## src/pin_remap_pkg.sv

```systemverilog
// Package with register map, field layouts and pin indices for the pin remap block
package pin_remap_pkg;

	// ----------------------------------------------------------------
	// Sizes
	// ----------------------------------------------------------------
	localparam int unsigned SEL_W      = 4;
	localparam int unsigned NUM_OUTPIN = 17;
	localparam int unsigned NUM_INSEL  = 21;
	localparam int unsigned NUM_GRP_IN = 16;
	localparam int unsigned ADDR_W     = 16;

	// ----------------------------------------------------------------
	// Register offsets (byte addresses)
	// ----------------------------------------------------------------
	localparam logic [15:0] OFS_PIN_A14_OUT_SEL = 16'hfb38;
	localparam logic [15:0] OFS_PIN_A15_OUT_SEL = 16'hfb3c;
	localparam logic [15:0] OFS_PIN_B0_OUT_SEL  = 16'hfb40;
	localparam logic [15:0] OFS_PIN_B1_OUT_SEL  = 16'hfb44;
	localparam logic [15:0] OFS_PIN_B2_OUT_SEL  = 16'hfb48;
	localparam logic [15:0] OFS_PIN_B3_OUT_SEL  = 16'hfb4c;
	localparam logic [15:0] OFS_PIN_B5_OUT_SEL  = 16'hfb54;
	localparam logic [15:0] OFS_PIN_B6_OUT_SEL  = 16'hfb58;
	localparam logic [15:0] OFS_PIN_B7_OUT_SEL  = 16'hfb5c;
	localparam logic [15:0] OFS_PIN_B8_OUT_SEL  = 16'hfb60;
	localparam logic [15:0] OFS_PIN_B9_OUT_SEL  = 16'hfb64;
	localparam logic [15:0] OFS_PIN_B10_OUT_SEL = 16'hfb68;
	localparam logic [15:0] OFS_PIN_B14_OUT_SEL = 16'hfb78;
	localparam logic [15:0] OFS_PIN_B15_OUT_SEL = 16'hfb7c;
	localparam logic [15:0] OFS_PIN_C1_OUT_SEL  = 16'hfb84;
	localparam logic [15:0] OFS_PIN_C2_OUT_SEL  = 16'hfb88;
	localparam logic [15:0] OFS_PIN_C3_OUT_SEL  = 16'hfb8c;
	// Input select registers: base plus four times the input index
	localparam logic [15:0] OFS_IN_SEL_BASE     = 16'hfa00;
	localparam logic [15:0] OFS_LOCK_CTRL       = 16'hf9f0;
	localparam logic [15:0] OFS_UNLOCK_KEY      = 16'hf9f4;

	// ----------------------------------------------------------------
	// Fields and reset values
	// ----------------------------------------------------------------
	localparam int unsigned SEL_LSB          = 0;
	localparam int unsigned LOCK_BIT         = 0;
	localparam logic [3:0]  SEL_RESET        = 4'h0;
	localparam logic        LOCK_RESET       = 1'b0;
	localparam logic [31:0] UNLOCK_KEY_FIRST  = 32'haa99_6655;
	localparam logic [31:0] UNLOCK_KEY_SECOND = 32'h5566_99aa;

	// Reserved codes per input group
	localparam logic [3:0] GRP1_RSV_A = 4'h9;
	localparam logic [3:0] GRP1_RSV_B = 4'he;
	localparam logic [3:0] GRP2_RSV_A = 4'h9;
	localparam logic [3:0] GRP3_RSV_A = 4'h8;
	localparam logic [3:0] GRP3_RSV_B = 4'he;

	// ----------------------------------------------------------------
	// Input index assignment (group 1: 0..6, group 2: 7..13, group 3: 14..20)
	// ----------------------------------------------------------------
	localparam int unsigned GRP2_FIRST = 7;
	localparam int unsigned GRP3_FIRST = 14;

	typedef struct packed {
		logic [31:0] dat;
		logic [15:0] adr;
		logic [3:0]  sel;
		logic        we;
		logic        cyc;
		logic        stb;
	} wb_req_t;

	typedef struct packed {
		logic [31:0] dat;
		logic        ack;
	} wb_rsp_t;

	typedef enum logic [1:0] {
		LK_LOCKED,
		LK_KEY1_SEEN,
		LK_OPEN
	} lock_state_t;

endpackage
```

## src/in_group_mux.sv

```systemverilog
// Decoder for one remappable input group: select code to pad level
`timescale 1ns/100ps
module in_group_mux
	import pin_remap_pkg::*;
(
	input  wire logic [NUM_GRP_IN-1:0] grp_pins_i,
	input  wire logic [3:0]            rsv_mask_a_i,
	input  wire logic                  rsv_a_en_i,
	input  wire logic [3:0]            rsv_mask_b_i,
	input  wire logic                  rsv_b_en_i,
	input  wire logic [3:0]            sel_i,
	output logic                       level_o,
	output logic                       valid_o
);

	// ----------------------------------------------------------------
	// Decode
	// ----------------------------------------------------------------
	// Reserved codes connect nothing; input then reads low
	always_comb begin
		valid_o = !((rsv_a_en_i && sel_i == rsv_mask_a_i) ||
			(rsv_b_en_i && sel_i == rsv_mask_b_i));
		level_o = valid_o ? grp_pins_i[sel_i] : 1'b0;
	end

endmodule

```

## src/pad_arbiter.sv

```systemverilog
// Priority arbiter for one pad: analog, remapped output, fixed function, port
`timescale 1ns/100ps
module pad_arbiter
	import pin_remap_pkg::*;
(
	input  wire logic analog_en_i,
	input  wire logic remap_act_i,
	input  wire logic remap_dat_i,
	input  wire logic remap_oe_i,
	input  wire logic fixed_act_i,
	input  wire logic fixed_dat_i,
	input  wire logic fixed_oe_i,
	input  wire logic port_dat_i,
	input  wire logic port_oe_i,
	output logic      pad_dat_o,
	output logic      pad_oe_o
);

	// ----------------------------------------------------------------
	// Priority
	// ----------------------------------------------------------------
	always_comb begin
		if (analog_en_i) begin
			pad_dat_o = 1'b0;
			pad_oe_o  = 1'b0;
		end else if (remap_act_i) begin
			pad_dat_o = remap_dat_i;
			pad_oe_o  = remap_oe_i;
		end else if (fixed_act_i) begin
			pad_dat_o = fixed_dat_i;
			pad_oe_o  = fixed_oe_i;
		end else begin
			pad_dat_o = port_dat_i;
			pad_oe_o  = port_oe_i;
		end
	end

endmodule

```

## src/peripheral_pin_remap.sv

```systemverilog
// Peripheral pin remap: input select, output select, pad arbitration, lock
`timescale 1ns/100ps

module peripheral_pin_remap
	import pin_remap_pkg::*;
(
	input  wire logic                   clk_i,
	input  wire logic                   rst_i,
	input  wire wb_req_t                wb_req_i,
	output wb_rsp_t                     wb_rsp_o,
	// Pads, synchronised inside
	input  wire logic [NUM_GRP_IN-1:0]  grp1_pad_i,
	input  wire logic [NUM_GRP_IN-1:0]  grp2_pad_i,
	input  wire logic [NUM_GRP_IN-1:0]  grp3_pad_i,
	output logic [NUM_INSEL-1:0]        periph_in_o,
	// Remappable peripheral outputs, indexed by output select code
	input  wire logic [15:0]            periph_out_dat_i,
	input  wire logic [15:0]            periph_out_oe_i,
	// Fixed-function and port drive per remappable pin
	input  wire logic [NUM_OUTPIN-1:0]  analog_en_i,
	input  wire logic [NUM_OUTPIN-1:0]  fixed_act_i,
	input  wire logic [NUM_OUTPIN-1:0]  fixed_dat_i,
	input  wire logic [NUM_OUTPIN-1:0]  fixed_oe_i,
	input  wire logic [NUM_OUTPIN-1:0]  port_dat_i,
	input  wire logic [NUM_OUTPIN-1:0]  port_oe_i,
	output logic [NUM_OUTPIN-1:0]       pad_dat_o,
	output logic [NUM_OUTPIN-1:0]       pad_oe_o,
	output logic                        locked_o
);

	// ----------------------------------------------------------------
	// Address decode helpers
	// ----------------------------------------------------------------
	function automatic logic [15:0] out_ofs(input int unsigned idx);
		logic [15:0] t;
		t = OFS_PIN_A14_OUT_SEL;
		case (idx)
			0:       t = OFS_PIN_A14_OUT_SEL;
			1:       t = OFS_PIN_A15_OUT_SEL;
			2:       t = OFS_PIN_B0_OUT_SEL;
			3:       t = OFS_PIN_B1_OUT_SEL;
			4:       t = OFS_PIN_B2_OUT_SEL;
			5:       t = OFS_PIN_B3_OUT_SEL;
			6:       t = OFS_PIN_B5_OUT_SEL;
			7:       t = OFS_PIN_B6_OUT_SEL;
			8:       t = OFS_PIN_B7_OUT_SEL;
			9:       t = OFS_PIN_B8_OUT_SEL;
			10:      t = OFS_PIN_B9_OUT_SEL;
			11:      t = OFS_PIN_B10_OUT_SEL;
			12:      t = OFS_PIN_B14_OUT_SEL;
			13:      t = OFS_PIN_B15_OUT_SEL;
			14:      t = OFS_PIN_C1_OUT_SEL;
			15:      t = OFS_PIN_C2_OUT_SEL;
			default: t = OFS_PIN_C3_OUT_SEL;
		endcase
		return t;
	endfunction

	function automatic logic [15:0] in_ofs(input int unsigned idx);
		return OFS_IN_SEL_BASE + 16'(idx * 4);
	endfunction

	// ----------------------------------------------------------------
	// Registers
	// ----------------------------------------------------------------
	logic [3:0]  out_sel_r [NUM_OUTPIN];
	logic [3:0]  in_sel_r  [NUM_INSEL];
	lock_state_t lock_st_r;
	logic        ack_r;
	logic [31:0] rdat_r;

	logic        bus_req;
	logic        bus_wr;
	logic        sel_wr_ok;
	logic        lo_lane;
	logic [31:0] rd_nxt;

	assign bus_req  = wb_req_i.cyc && wb_req_i.stb && !ack_r;
	assign bus_wr   = bus_req && wb_req_i.we;
	assign lo_lane  = wb_req_i.sel[0];
	// Select writes only land while open; stray stores cannot disturb a mapping
	assign sel_wr_ok = bus_wr && lo_lane && (lock_st_r == LK_OPEN);
	assign locked_o = (lock_st_r != LK_OPEN);

	// ----------------------------------------------------------------
	// Lock sequencer
	// ----------------------------------------------------------------
	// Two keys in order open it; a wrong second key re-locks, and key writes while open keep it open
	always_ff @(posedge clk_i) begin
		if (rst_i) begin
			lock_st_r <= LK_LOCKED;
		end else if (bus_wr && wb_req_i.sel == 4'hf) begin
			if (wb_req_i.adr == OFS_UNLOCK_KEY) begin
				case (lock_st_r)
					LK_LOCKED: begin
						lock_st_r <= (wb_req_i.dat == UNLOCK_KEY_FIRST) ?
							LK_KEY1_SEEN : LK_LOCKED;
					end
					LK_KEY1_SEEN: begin
						lock_st_r <= (wb_req_i.dat == UNLOCK_KEY_SECOND) ?
							LK_OPEN : LK_LOCKED;
					end
					LK_OPEN: begin
						lock_st_r <= LK_OPEN;
					end
					default: begin
						lock_st_r <= LK_LOCKED;
					end
				endcase
			end else if (wb_req_i.adr == OFS_LOCK_CTRL && wb_req_i.dat[LOCK_BIT]) begin
				lock_st_r <= LK_LOCKED;
			end else if (lock_st_r == LK_KEY1_SEEN) begin
				lock_st_r <= LK_LOCKED;
			end
		end
	end

	// ----------------------------------------------------------------
	// Output select registers
	// ----------------------------------------------------------------
	always_ff @(posedge clk_i) begin
		if (rst_i) begin
			for (int i = 0; i < NUM_OUTPIN; i++) begin
				out_sel_r[i] <= SEL_RESET;
			end
		end else if (sel_wr_ok) begin
			for (int i = 0; i < NUM_OUTPIN; i++) begin
				if (wb_req_i.adr == out_ofs(i)) begin
					out_sel_r[i] <= wb_req_i.dat[SEL_LSB +: SEL_W];
				end
			end
		end
	end

	// ----------------------------------------------------------------
	// Input select registers
	// ----------------------------------------------------------------
	always_ff @(posedge clk_i) begin
		if (rst_i) begin
			for (int i = 0; i < NUM_INSEL; i++) begin
				in_sel_r[i] <= SEL_RESET;
			end
		end else if (sel_wr_ok) begin
			for (int i = 0; i < NUM_INSEL; i++) begin
				if (wb_req_i.adr == in_ofs(i)) begin
					in_sel_r[i] <= wb_req_i.dat[SEL_LSB +: SEL_W];
				end
			end
		end
	end

	// ----------------------------------------------------------------
	// Bus read and ack
	// ----------------------------------------------------------------
	// Unmapped addresses still ack and read zero, so the master never hangs
	always_comb begin
		rd_nxt = 32'h0000_0000;
		for (int i = 0; i < NUM_OUTPIN; i++) begin
			if (wb_req_i.adr == out_ofs(i)) begin
				rd_nxt = {28'h0000000, out_sel_r[i]};
			end
		end
		for (int i = 0; i < NUM_INSEL; i++) begin
			if (wb_req_i.adr == in_ofs(i)) begin
				rd_nxt = {28'h0000000, in_sel_r[i]};
			end
		end
		if (wb_req_i.adr == OFS_LOCK_CTRL) begin
			rd_nxt = {31'h00000000, locked_o};
		end
	end

	always_ff @(posedge clk_i) begin
		if (rst_i) begin
			ack_r <= 1'b0;
		end else begin
			ack_r <= bus_req;
		end
	end

	always_ff @(posedge clk_i) begin
		if (rst_i) begin
			rdat_r <= 32'h0000_0000;
		end else if (bus_req && !wb_req_i.we) begin
			rdat_r <= rd_nxt;
		end
	end

	assign wb_rsp_o.ack = ack_r;
	assign wb_rsp_o.dat = rdat_r;

	// ----------------------------------------------------------------
	// Pad input synchronisers
	// ----------------------------------------------------------------
	// Three stages; a change counts once stages two and three agree
	logic [3*NUM_GRP_IN-1:0] s1_r;
	logic [3*NUM_GRP_IN-1:0] s2_r;
	logic [3*NUM_GRP_IN-1:0] s3_r;
	logic [3*NUM_GRP_IN-1:0] filt_r;

	always_ff @(posedge clk_i) begin
		if (rst_i) begin
			s1_r   <= '0;
			s2_r   <= '0;
			s3_r   <= '0;
			filt_r <= '0;
		end else begin
			s1_r <= {grp3_pad_i, grp2_pad_i, grp1_pad_i};
			s2_r <= s1_r;
			s3_r <= s2_r;
			for (int b = 0; b < 3 * NUM_GRP_IN; b++) begin
				if (s2_r[b] == s3_r[b]) begin
					filt_r[b] <= s3_r[b];
				end
			end
		end
	end

	// ----------------------------------------------------------------
	// Input routing
	// ----------------------------------------------------------------
	// Only plain digital inputs come through here; two-wire and analog stay fixed
	logic [NUM_INSEL-1:0] in_lvl;

	for (genvar g = 0; g < NUM_INSEL; g++) begin : g_in
		localparam int unsigned GRP = (g >= GRP3_FIRST) ? 2 : (g >= GRP2_FIRST) ? 1 : 0;
		logic [3:0] rsv_a;
		logic [3:0] rsv_b;
		logic       rsv_b_en;
		assign rsv_a    = (GRP == 0) ? GRP1_RSV_A : (GRP == 1) ? GRP2_RSV_A : GRP3_RSV_A;
		assign rsv_b    = (GRP == 2) ? GRP3_RSV_B : GRP1_RSV_B;
		assign rsv_b_en = (GRP != 1);
		in_group_mux u_mux (
			.grp_pins_i   (filt_r[GRP*NUM_GRP_IN +: NUM_GRP_IN]),
			.rsv_mask_a_i (rsv_a),
			.rsv_a_en_i   (1'b1),
			.rsv_mask_b_i (rsv_b),
			.rsv_b_en_i   (rsv_b_en),
			.sel_i        (in_sel_r[g]),
			.level_o      (in_lvl[g]),
			.valid_o      ()
		);
	end

	always_ff @(posedge clk_i) begin
		if (rst_i) begin
			periph_in_o <= '0;
		end else begin
			periph_in_o <= in_lvl;
		end
	end

	// ----------------------------------------------------------------
	// Output routing and pad arbitration
	// ----------------------------------------------------------------
	for (genvar p = 0; p < NUM_OUTPIN; p++) begin : g_out
		logic act;
		assign act = (out_sel_r[p] != SEL_RESET);
		pad_arbiter u_arb (
			.analog_en_i (analog_en_i[p]),
			.remap_act_i (act),
			.remap_dat_i (periph_out_dat_i[out_sel_r[p]]),
			.remap_oe_i  (periph_out_oe_i[out_sel_r[p]]),
			.fixed_act_i (fixed_act_i[p]),
			.fixed_dat_i (fixed_dat_i[p]),
			.fixed_oe_i  (fixed_oe_i[p]),
			.port_dat_i  (port_dat_i[p]),
			.port_oe_i   (port_oe_i[p]),
			.pad_dat_o   (pad_dat_o[p]),
			.pad_oe_o    (pad_oe_o[p])
		);
	end

endmodule

```

## config.mk

```make
export PLATFORM = sky130hd
export DESIGN_NAME = peripheral_pin_remap
export DESIGN_NICKNAME = d
export VERILOG_FILES = /design/src/pin_remap_pkg.sv /design/src/in_group_mux.sv /design/src/pad_arbiter.sv /design/src/peripheral_pin_remap.sv
export SDC_FILE = /design/constraint.sdc
export NUM_CORES = 1
export LEC_CHECK = 0
export BUFFER_PORTS_ARGS = -buffer_cell sky130_fd_sc_hd__clkbuf_2
export CAP_MARGIN = 20
export CELL_PAD_IN_SITES_DETAIL_PLACEMENT = 1
export CELL_PAD_IN_SITES_GLOBAL_PLACEMENT = 1
export CORE_ASPECT_RATIO = 1.2
export CORE_MARGIN = 3
export CORE_UTILIZATION = 45
export CTS_CLUSTER_SIZE = 24
export DETAILED_ROUTE_END_ITERATION = 12
export PLACE_DENSITY_LB_ADDON = 0.15
export RECOVER_POWER = 50
export SETUP_SLACK_MARGIN = 0.3
export SLEW_MARGIN = 15
export SYNTH_ARGS = -nofsm -noshare
export SYNTH_HDL_FRONTEND = slang
export SYNTH_SLANG_ARGS = --single-unit
```

## constraint.sdc

```tcl
create_clock -name clk_i -period 4 [get_ports clk_i]
set_clock_uncertainty 0.2 [all_clocks]
set_input_delay 0.8 -clock clk_i [delete_from_list [all_inputs] [get_ports clk_i]]
set_output_delay 0.8 -clock clk_i [all_outputs]
set_load 0.1 [all_outputs]
```

==> results.toml, run 1 <==
[floorplan]
die_h_um = 248
boundaryPins = 328
start_util_pct = 45.6
die_x_um = 208
fp.dieArea_sq_um = 51600
core_sq_um = 48200
rows = 88

[synth]
synth_top_area_share_pct = 20.8
synth_warnings = 0
yosys-top-cells-area = "edfxtp_1, dfxtp_1, mux4_2, nor2b_1, mux2i_1"
async_flop_share_pct = 0
syn_area_sq_um = 22000
yosysTopAreaCell = "edfxtp_1"
synth_ff_type = "dfxtp_1"
ys_seq_area_share_pct = 39.3
ys_ff_latch = 356
avgSynthCellArea_sq_um = 10.5
synth-edff-count = 152
synthCells = 2092
synth_cell_types = 82

[worst_setup_path]
path_buf_inv = 3
cp-start-kind = "input pin"
cp.arrival_ps = 2670
cp-end-kind = "output port"
cp_common_cell = "a211oi_1"
required_ps = 3000
worst_path_max_delay_cell = "a2111oi_1"
path_delay_family = "compound AO/OA/AOI/OAI gates"
cp_max_fo = 17
criticalPathCategory = "in2out"
critPathMaxStageDelay_ps = 470
cp_cell_sequence = "clkbuf_2 > nor2_1 > a211oi_1 > a211oi_1 > a2111oi_1 > buf_4 > buf_12"

[global_route]
grt_overflow_total = 0
grt_pass1_wl_um = 115000
grt_pass1_vias = 19700
grt_antenna_before_repair = 5
grt_util_all_layers_pct = 27.9
grt_max_degree = 118

[final_layout]
fin_cells = 3015
multiInputGateArea_sq_um = 12200
seqCellArea_sq_um = 8650
nFillCells = 5326
fin_nets = 2594
syn_to_final_growth_pct = 18.6
layout-drive-gt1-share_pct = 29.2
fin_area_sq_um = 26100
layout_commonest_cell = "clkbuf_2"
final_cell_mix = "clkbuf_2, dfxtp_1, nor2b_1, nor2_1, mux4_2"

[timing]
slew_headroom_pct = -41.2
max_freq_mhz = 273
hold_viol_final = 0
rsz0062_at_grt = "false"
finalCritPeriodShare_pct = 91.6
post-route-min-period_ps = 3670
slew_viol_final = 118
fin_setup_tns_ps = 0
finalSetupViolations = 0
worst_pin_slew_ps = 2120

[clock_network]
root_buffer = "clkbuf_16"
cts_tree = "yes"
cts_buffers = 35
ctsHoldBuffers = 0
cts_sinks = 356
clock_latency_ps = 540
cts_buffer_depth = 3
cts_max_level = 2
path_clk_slew_ps = 60

[placement]
post-dp-hpwl_um = 54400
placed_area_sq_um = 24200
io_buffers = 293
dp_cells = 2872
routabilityCongestion = 0.970

[drt]
drtIter0Drc = 1516
viasPerCell = 6.39
drt_first_pass_iters = 5
antenna_left = 0
wl_per_cell_um = 25.1
drc = 0
drt_wl_total_um = 75700
vias = 19300

[power_and_ir_drop]
p_sw_uw = 2460
fin_total_pwr_uw = 8930
combPwrFrac_pct = 16.2
sw_frac_of_total_pct = 27.5
internal_power_uw = 6480
irDropWorstVdd_v = 0.000304
p_clk_share_pct = 38.5
p_per_area_nw_per_um2 = 343
power.leakage_uw = 0.00936
power_frac_seq_pct = 45.3

[outcome]
failed_checks = "capacitance limit, slew limit"
status = "complete, but fails checks"

[run]
cap_violations = 1

[min_path]
hp-class = "reg2reg"
## registers in the layout, indices dropped and copies added (netlist names), 4 cells and up
register     cells
filt_r          44
rdat_r           4
s2_r            44
periph_in_o     21
in_sel_r        84
s3_r            44
out_sel_r       68
s1_r            44
## metal layers
| layer | part of all wire [%] | vias up | routed length, um | GRT usage, % |
|---|---|---|---|---|
| li1 | - | 8461 | - | - |
| met1 | 36 | 9645 | 27600 | 33.0 |
| met2 | 51 | 941 | 38900 | 50.6 |
| met3 | 7.1 | 229 | 5380 | 3.60 |
| met4 | 4.9 | 4 | 3720 | 13.2 |
| met5 | 0.042 | - | 32 | 0 |
## Yosys cell counts, types with 19 or more instances
library cell and instances:
buf_1 24, inv_1 20, nand2_1 118, mux2i_1 92, o21ai_0 63, mux4_2 165
o21bai_1 30, buf_4 63, nor2b_1 189, clkbuf_1 160, nand3_1 52, nand2b_1 23
edfxtp_1 152, a211oi_1 104, nor2_1 171, nand4_1 30, or4_1 25, a21oi_1 94
dfxtp_1 204, o211ai_1 19, a2111oi_0 36
## kinds of logic after synthesis
kind of cell	Yosys count	synth area share, %
other cells	1	0.0170
buf+inv	278	5.96
compound gates	455	14.5
simple gates	727	18.2
mux	275	22.0
flops	356	39.3
## power by group through the flow
stage / combinational (uW) / clock (uW) / sequential [uW]
floorplan: 992 / 0 / 4060
global placement: 1310 / 0 / 4150
detailed placement: 1340 / 0 / 4160
CTS: 1370 / 3510 / 4070
global route: 1520 / 3670 / 4060
finish: 1450 / 3440 / 4050
## area by class of cell
class                      instances  share of cell area, %
antenna                            4                 0.0384
clock buffer                      51                   4.06
clock inverter                    12                  0.605
inverter                          21                  0.302
multi-input combinational       1485                   46.7
sequential                       356                   33.2
tap                              630                   3.02
timing repair buffer             456                   12.1
## path summary, 6_finish.rpt
check / to / slack (ps) / from / depth (start not counted)
max: pad_oe_o[3] / 330 / periph_out_oe_i[1] / 7
min: s2_r[6] / 230 / s1_r[6] / 1
max reg2reg: rdat_r[1] / 870 / out_sel_r[0][21] / 9
min reg2reg: s2_r[6] / 230 / s1_r[6] / 1
## stage by stage
stage | setup WS [ps] | utilization [%] | hold slack, ps
after CTS | 243 | 53.1 | 237
final | 334 | 54.1 | 229
after detailed placement | 174 | 50.2 | 227
after global routing | 272 | 54.1 | 243
after global placement | 210 | 50.2 | 217
after floorplan | 588 | - | 214
## repair_timing
item | 4_1_cts | 5_1_grt
setup endpoints to repair | 9 | 33
cloned | 0 | 0
gates resized for setup | 1 | 18
setup buffers | 17 | 59
Note: power is estimated with default switching activity, not from simulation.
==> inputs of run 2 (changes only) <==
- ABC_AREA: default -> 1
- CORE_UTILIZATION: 45 -> 42
==> run 2 against run 1 <==
  * The flow still finishes with violations (capacitance limit, slew limit)
  * Power rose by 2.9%
  * Critical path type unchanged
  * First-iteration DRC count rose by 8.1%
  * Die area is 10% higher
  * Area after synthesis grew 3.1%
  * Maximum frequency rose by 1.5%
  * Critical path depth rose by 1
  * Clock power hardly changed
  * Largest power group unchanged
  * Count of clock-buffer cells in the layout decreased by 3
  * Setup slack improved by 56 ps
  * Sequential share of layout area is 0.24 points higher
  * Via count rose by 28%
  * Synthesized cell count rose by 55%
==> results.toml, run 2 <==
[outcome]
status = "complete, but fails checks"
failed_checks = "capacitance limit, slew limit"

[drt]
drt_first_pass_iters = 5
wl_per_cell_um = 21.4
drc = 0
vias = 24600
viasPerCell = 5.83
drt_wl_total_um = 90300
drtIter0Drc = 1639
antenna_left = 0

[final_layout]
fin_cells = 4225
top_regs = "in_sel_r (84), out_sel_r (68)"
nFillCells = 6847
syn_to_final_growth_pct = 17.3
final_cell_mix = "nor2_1, o21ai_0, inv_1, nand2_1, a21oi_1"
largest_register_ffs = 84
fin_area_sq_um = 26600
layout_commonest_cell = "nor2_1"
fin_nets = 3730
largest-register = "in_sel_r"
layout-drive-gt1-share_pct = 15.2

[global_route]
grt_max_degree = 92
grt_pass1_wl_um = 137000
grt_pass1_vias = 24800
grt_util_all_layers_pct = 30.4
grt_overflow_total = 0
grt_antenna_before_repair = 3

[timing]
worst_pin_slew_ps = 1780
finalSetupViolations = 0
hold_viol_final = 0
hold_ws_ps = 203
finalCritPeriodShare_pct = 90.3
max_freq_mhz = 277
rsz0062_at_grt = "true"
slew_headroom_pct = -18.8
post-route-min-period_ps = 3610
slew_viol_final = 175

[worst_setup_path]
cp_max_fo = 16
required_ps = 3000
cp-end-kind = "output port"
cp-start-kind = "input pin"
criticalPathCategory = "in2out"
rrSetupSlack_ps = 660
cp.arrival_ps = 2610
worstReg2RegEnd = "rdat_r[1]"
r2r-start = "out_sel_r[0][1]"
r2r_cells = 26

[synth]
ys_ff_latch = 368
synthCells = 3247
syn_area_sq_um = 22700
synthTopCellsByCount = "nor2_1, o21ai_0, inv_1, nand2_1, a21oi_1"
synth_warnings = 0
yosysMostFrequentCell = "nor2_1"
ys_seq_area_share_pct = 39.2
synth_cell_types = 50
yosysTopAreaCell = "edfxtp_1"
async_flop_share_pct = 0
avgSynthCellArea_sq_um = 6.99
synth-edff-count = 152
synth_ff_type = "dfxtp_1"
yosys-top-cells-area = "edfxtp_1, dfxtp_1, o21ai_0, nor2_1, a21oi_1"
synth_top_area_share_pct = 20.1

[floorplan]
rows = 92
die_x_um = 218
core_sq_um = 53000
start_util_pct = 42.8
fp.dieArea_sq_um = 56800
boundaryPins = 328
die_h_um = 261

[power_and_ir_drop]
p_per_area_nw_per_um2 = 346
fin_total_pwr_uw = 9190
power.leakage_uw = 0.0105
irDropWorstVdd_v = 0.000412

[min_path]
hp-class = "reg2reg"
worstHoldEndpoint = "s2_r[31]"
min-delay-start = "s1_r[31]"
whs_path_depth = 2

[clock_network]
cts_sinks = 368
cts_buffers = 36
cts_tree = "yes"
root_buffer = "clkbuf_16"
clock_latency_ps = 560
cts_buffer_depth = 3
ctsHoldBuffers = 0
path_clk_slew_ps = 60
cts_max_level = 2

[placement]
placed_area_sq_um = 25200
io_buffers = 296
routabilityCongestion = 0.923
post-dp-hpwl_um = 66200
dp_cells = 4138

[run]
cap_violations = 3
## run 2: how the worst max path moves through the flow
| stage | to | slack [ps] | depth (start not counted) | from |
|---|---|---|---|---|
| final | pad_oe_o[3] | 390 | 8 | periph_out_oe_i[5] |
| after global routing | rdat_r[3] | 190 | 28 | wb_req_i[7] |
| after CTS | pad_oe_o[10] | 280 | 6 | out_sel_r[0][40] |
| after detailed placement | rdat_r[3] | -140 | 27 | wb_req_i[18] |
| after global placement | rdat_r[3] | -100 | 27 | wb_req_i[18] |
| after floorplan | rdat_r[3] | 800 | 27 | wb_req_i[7] |
## run 2: repair_timing
action	CTS	global route
buffers inserted	0	20
gates resized for setup	0	20
pin swaps	0	9
hold endpoints to repair	0	0
setup endpoints to repair	1	21
## run 2: layer usage
layer  GRT usage [%]  up-vias  part of all wire (%)  wire length [um]
met5               0        -                0.0089                 8
met4            14.5        2                   5.0              4520
met3            3.14      252                   6.0              5400
met2            56.2      879                    51             45600
met1            34.8    12000                    38             34800
li1                -    11500                     -                 -
## run 2: logic make-up after synthesis
| kind of cell | after synthesis | share of synthesized area [%] |
|---|---|---|
| multiplexers | 34 | 1.68 |
| AND/OR/NAND/NOR | 1133 | 21.1 |
| AO/OA/AOI/OAI | 1057 | 26.1 |
| flip-flops | 368 | 39.2 |
| buffers and inverters | 654 | 11.9 |
| other | 1 | 0.0165 |
## run 2: layout make-up
class | instances | area [sq um] | area share (%)
antenna | 2 | 5.00 | 0.0188
clock buffer | 48 | 1010 | 3.78
clock inverter | 17 | 210 | 0.790
inverter | 397 | 1490 | 5.61
multi-input combinational | 2252 | 11200 | 42.2
sequential | 368 | 8890 | 33.4
tap | 705 | 882 | 3.31
timing repair buffer | 436 | 2890 | 10.8
## run 2: through the flow
stage,worst slack (ps),setup TNS [ps],utilization (%)
after floorplan,795,0,-
after global placement,-97.9,-198,47.6
after detailed placement,-136,-423,47.6
after CTS,283,0,49.9
after global routing,187,0,50.3
final,390,0,50.3
## run 2: power breakdown
group / switching, uW / internal [uW]
registers: 178 / 4040
clock network: 1510 / 1940
logic: 1080 / 451
total: 2770 / 6420
## run 2: worst max-delay path, cell delays in order
cell and delay [ps]:
clkbuf_2 470, buf_4 240, o21ai_0 90, nor2_1 100, o21ai_0 110, a311oi_1 420, buf_4 200, buf_12 160
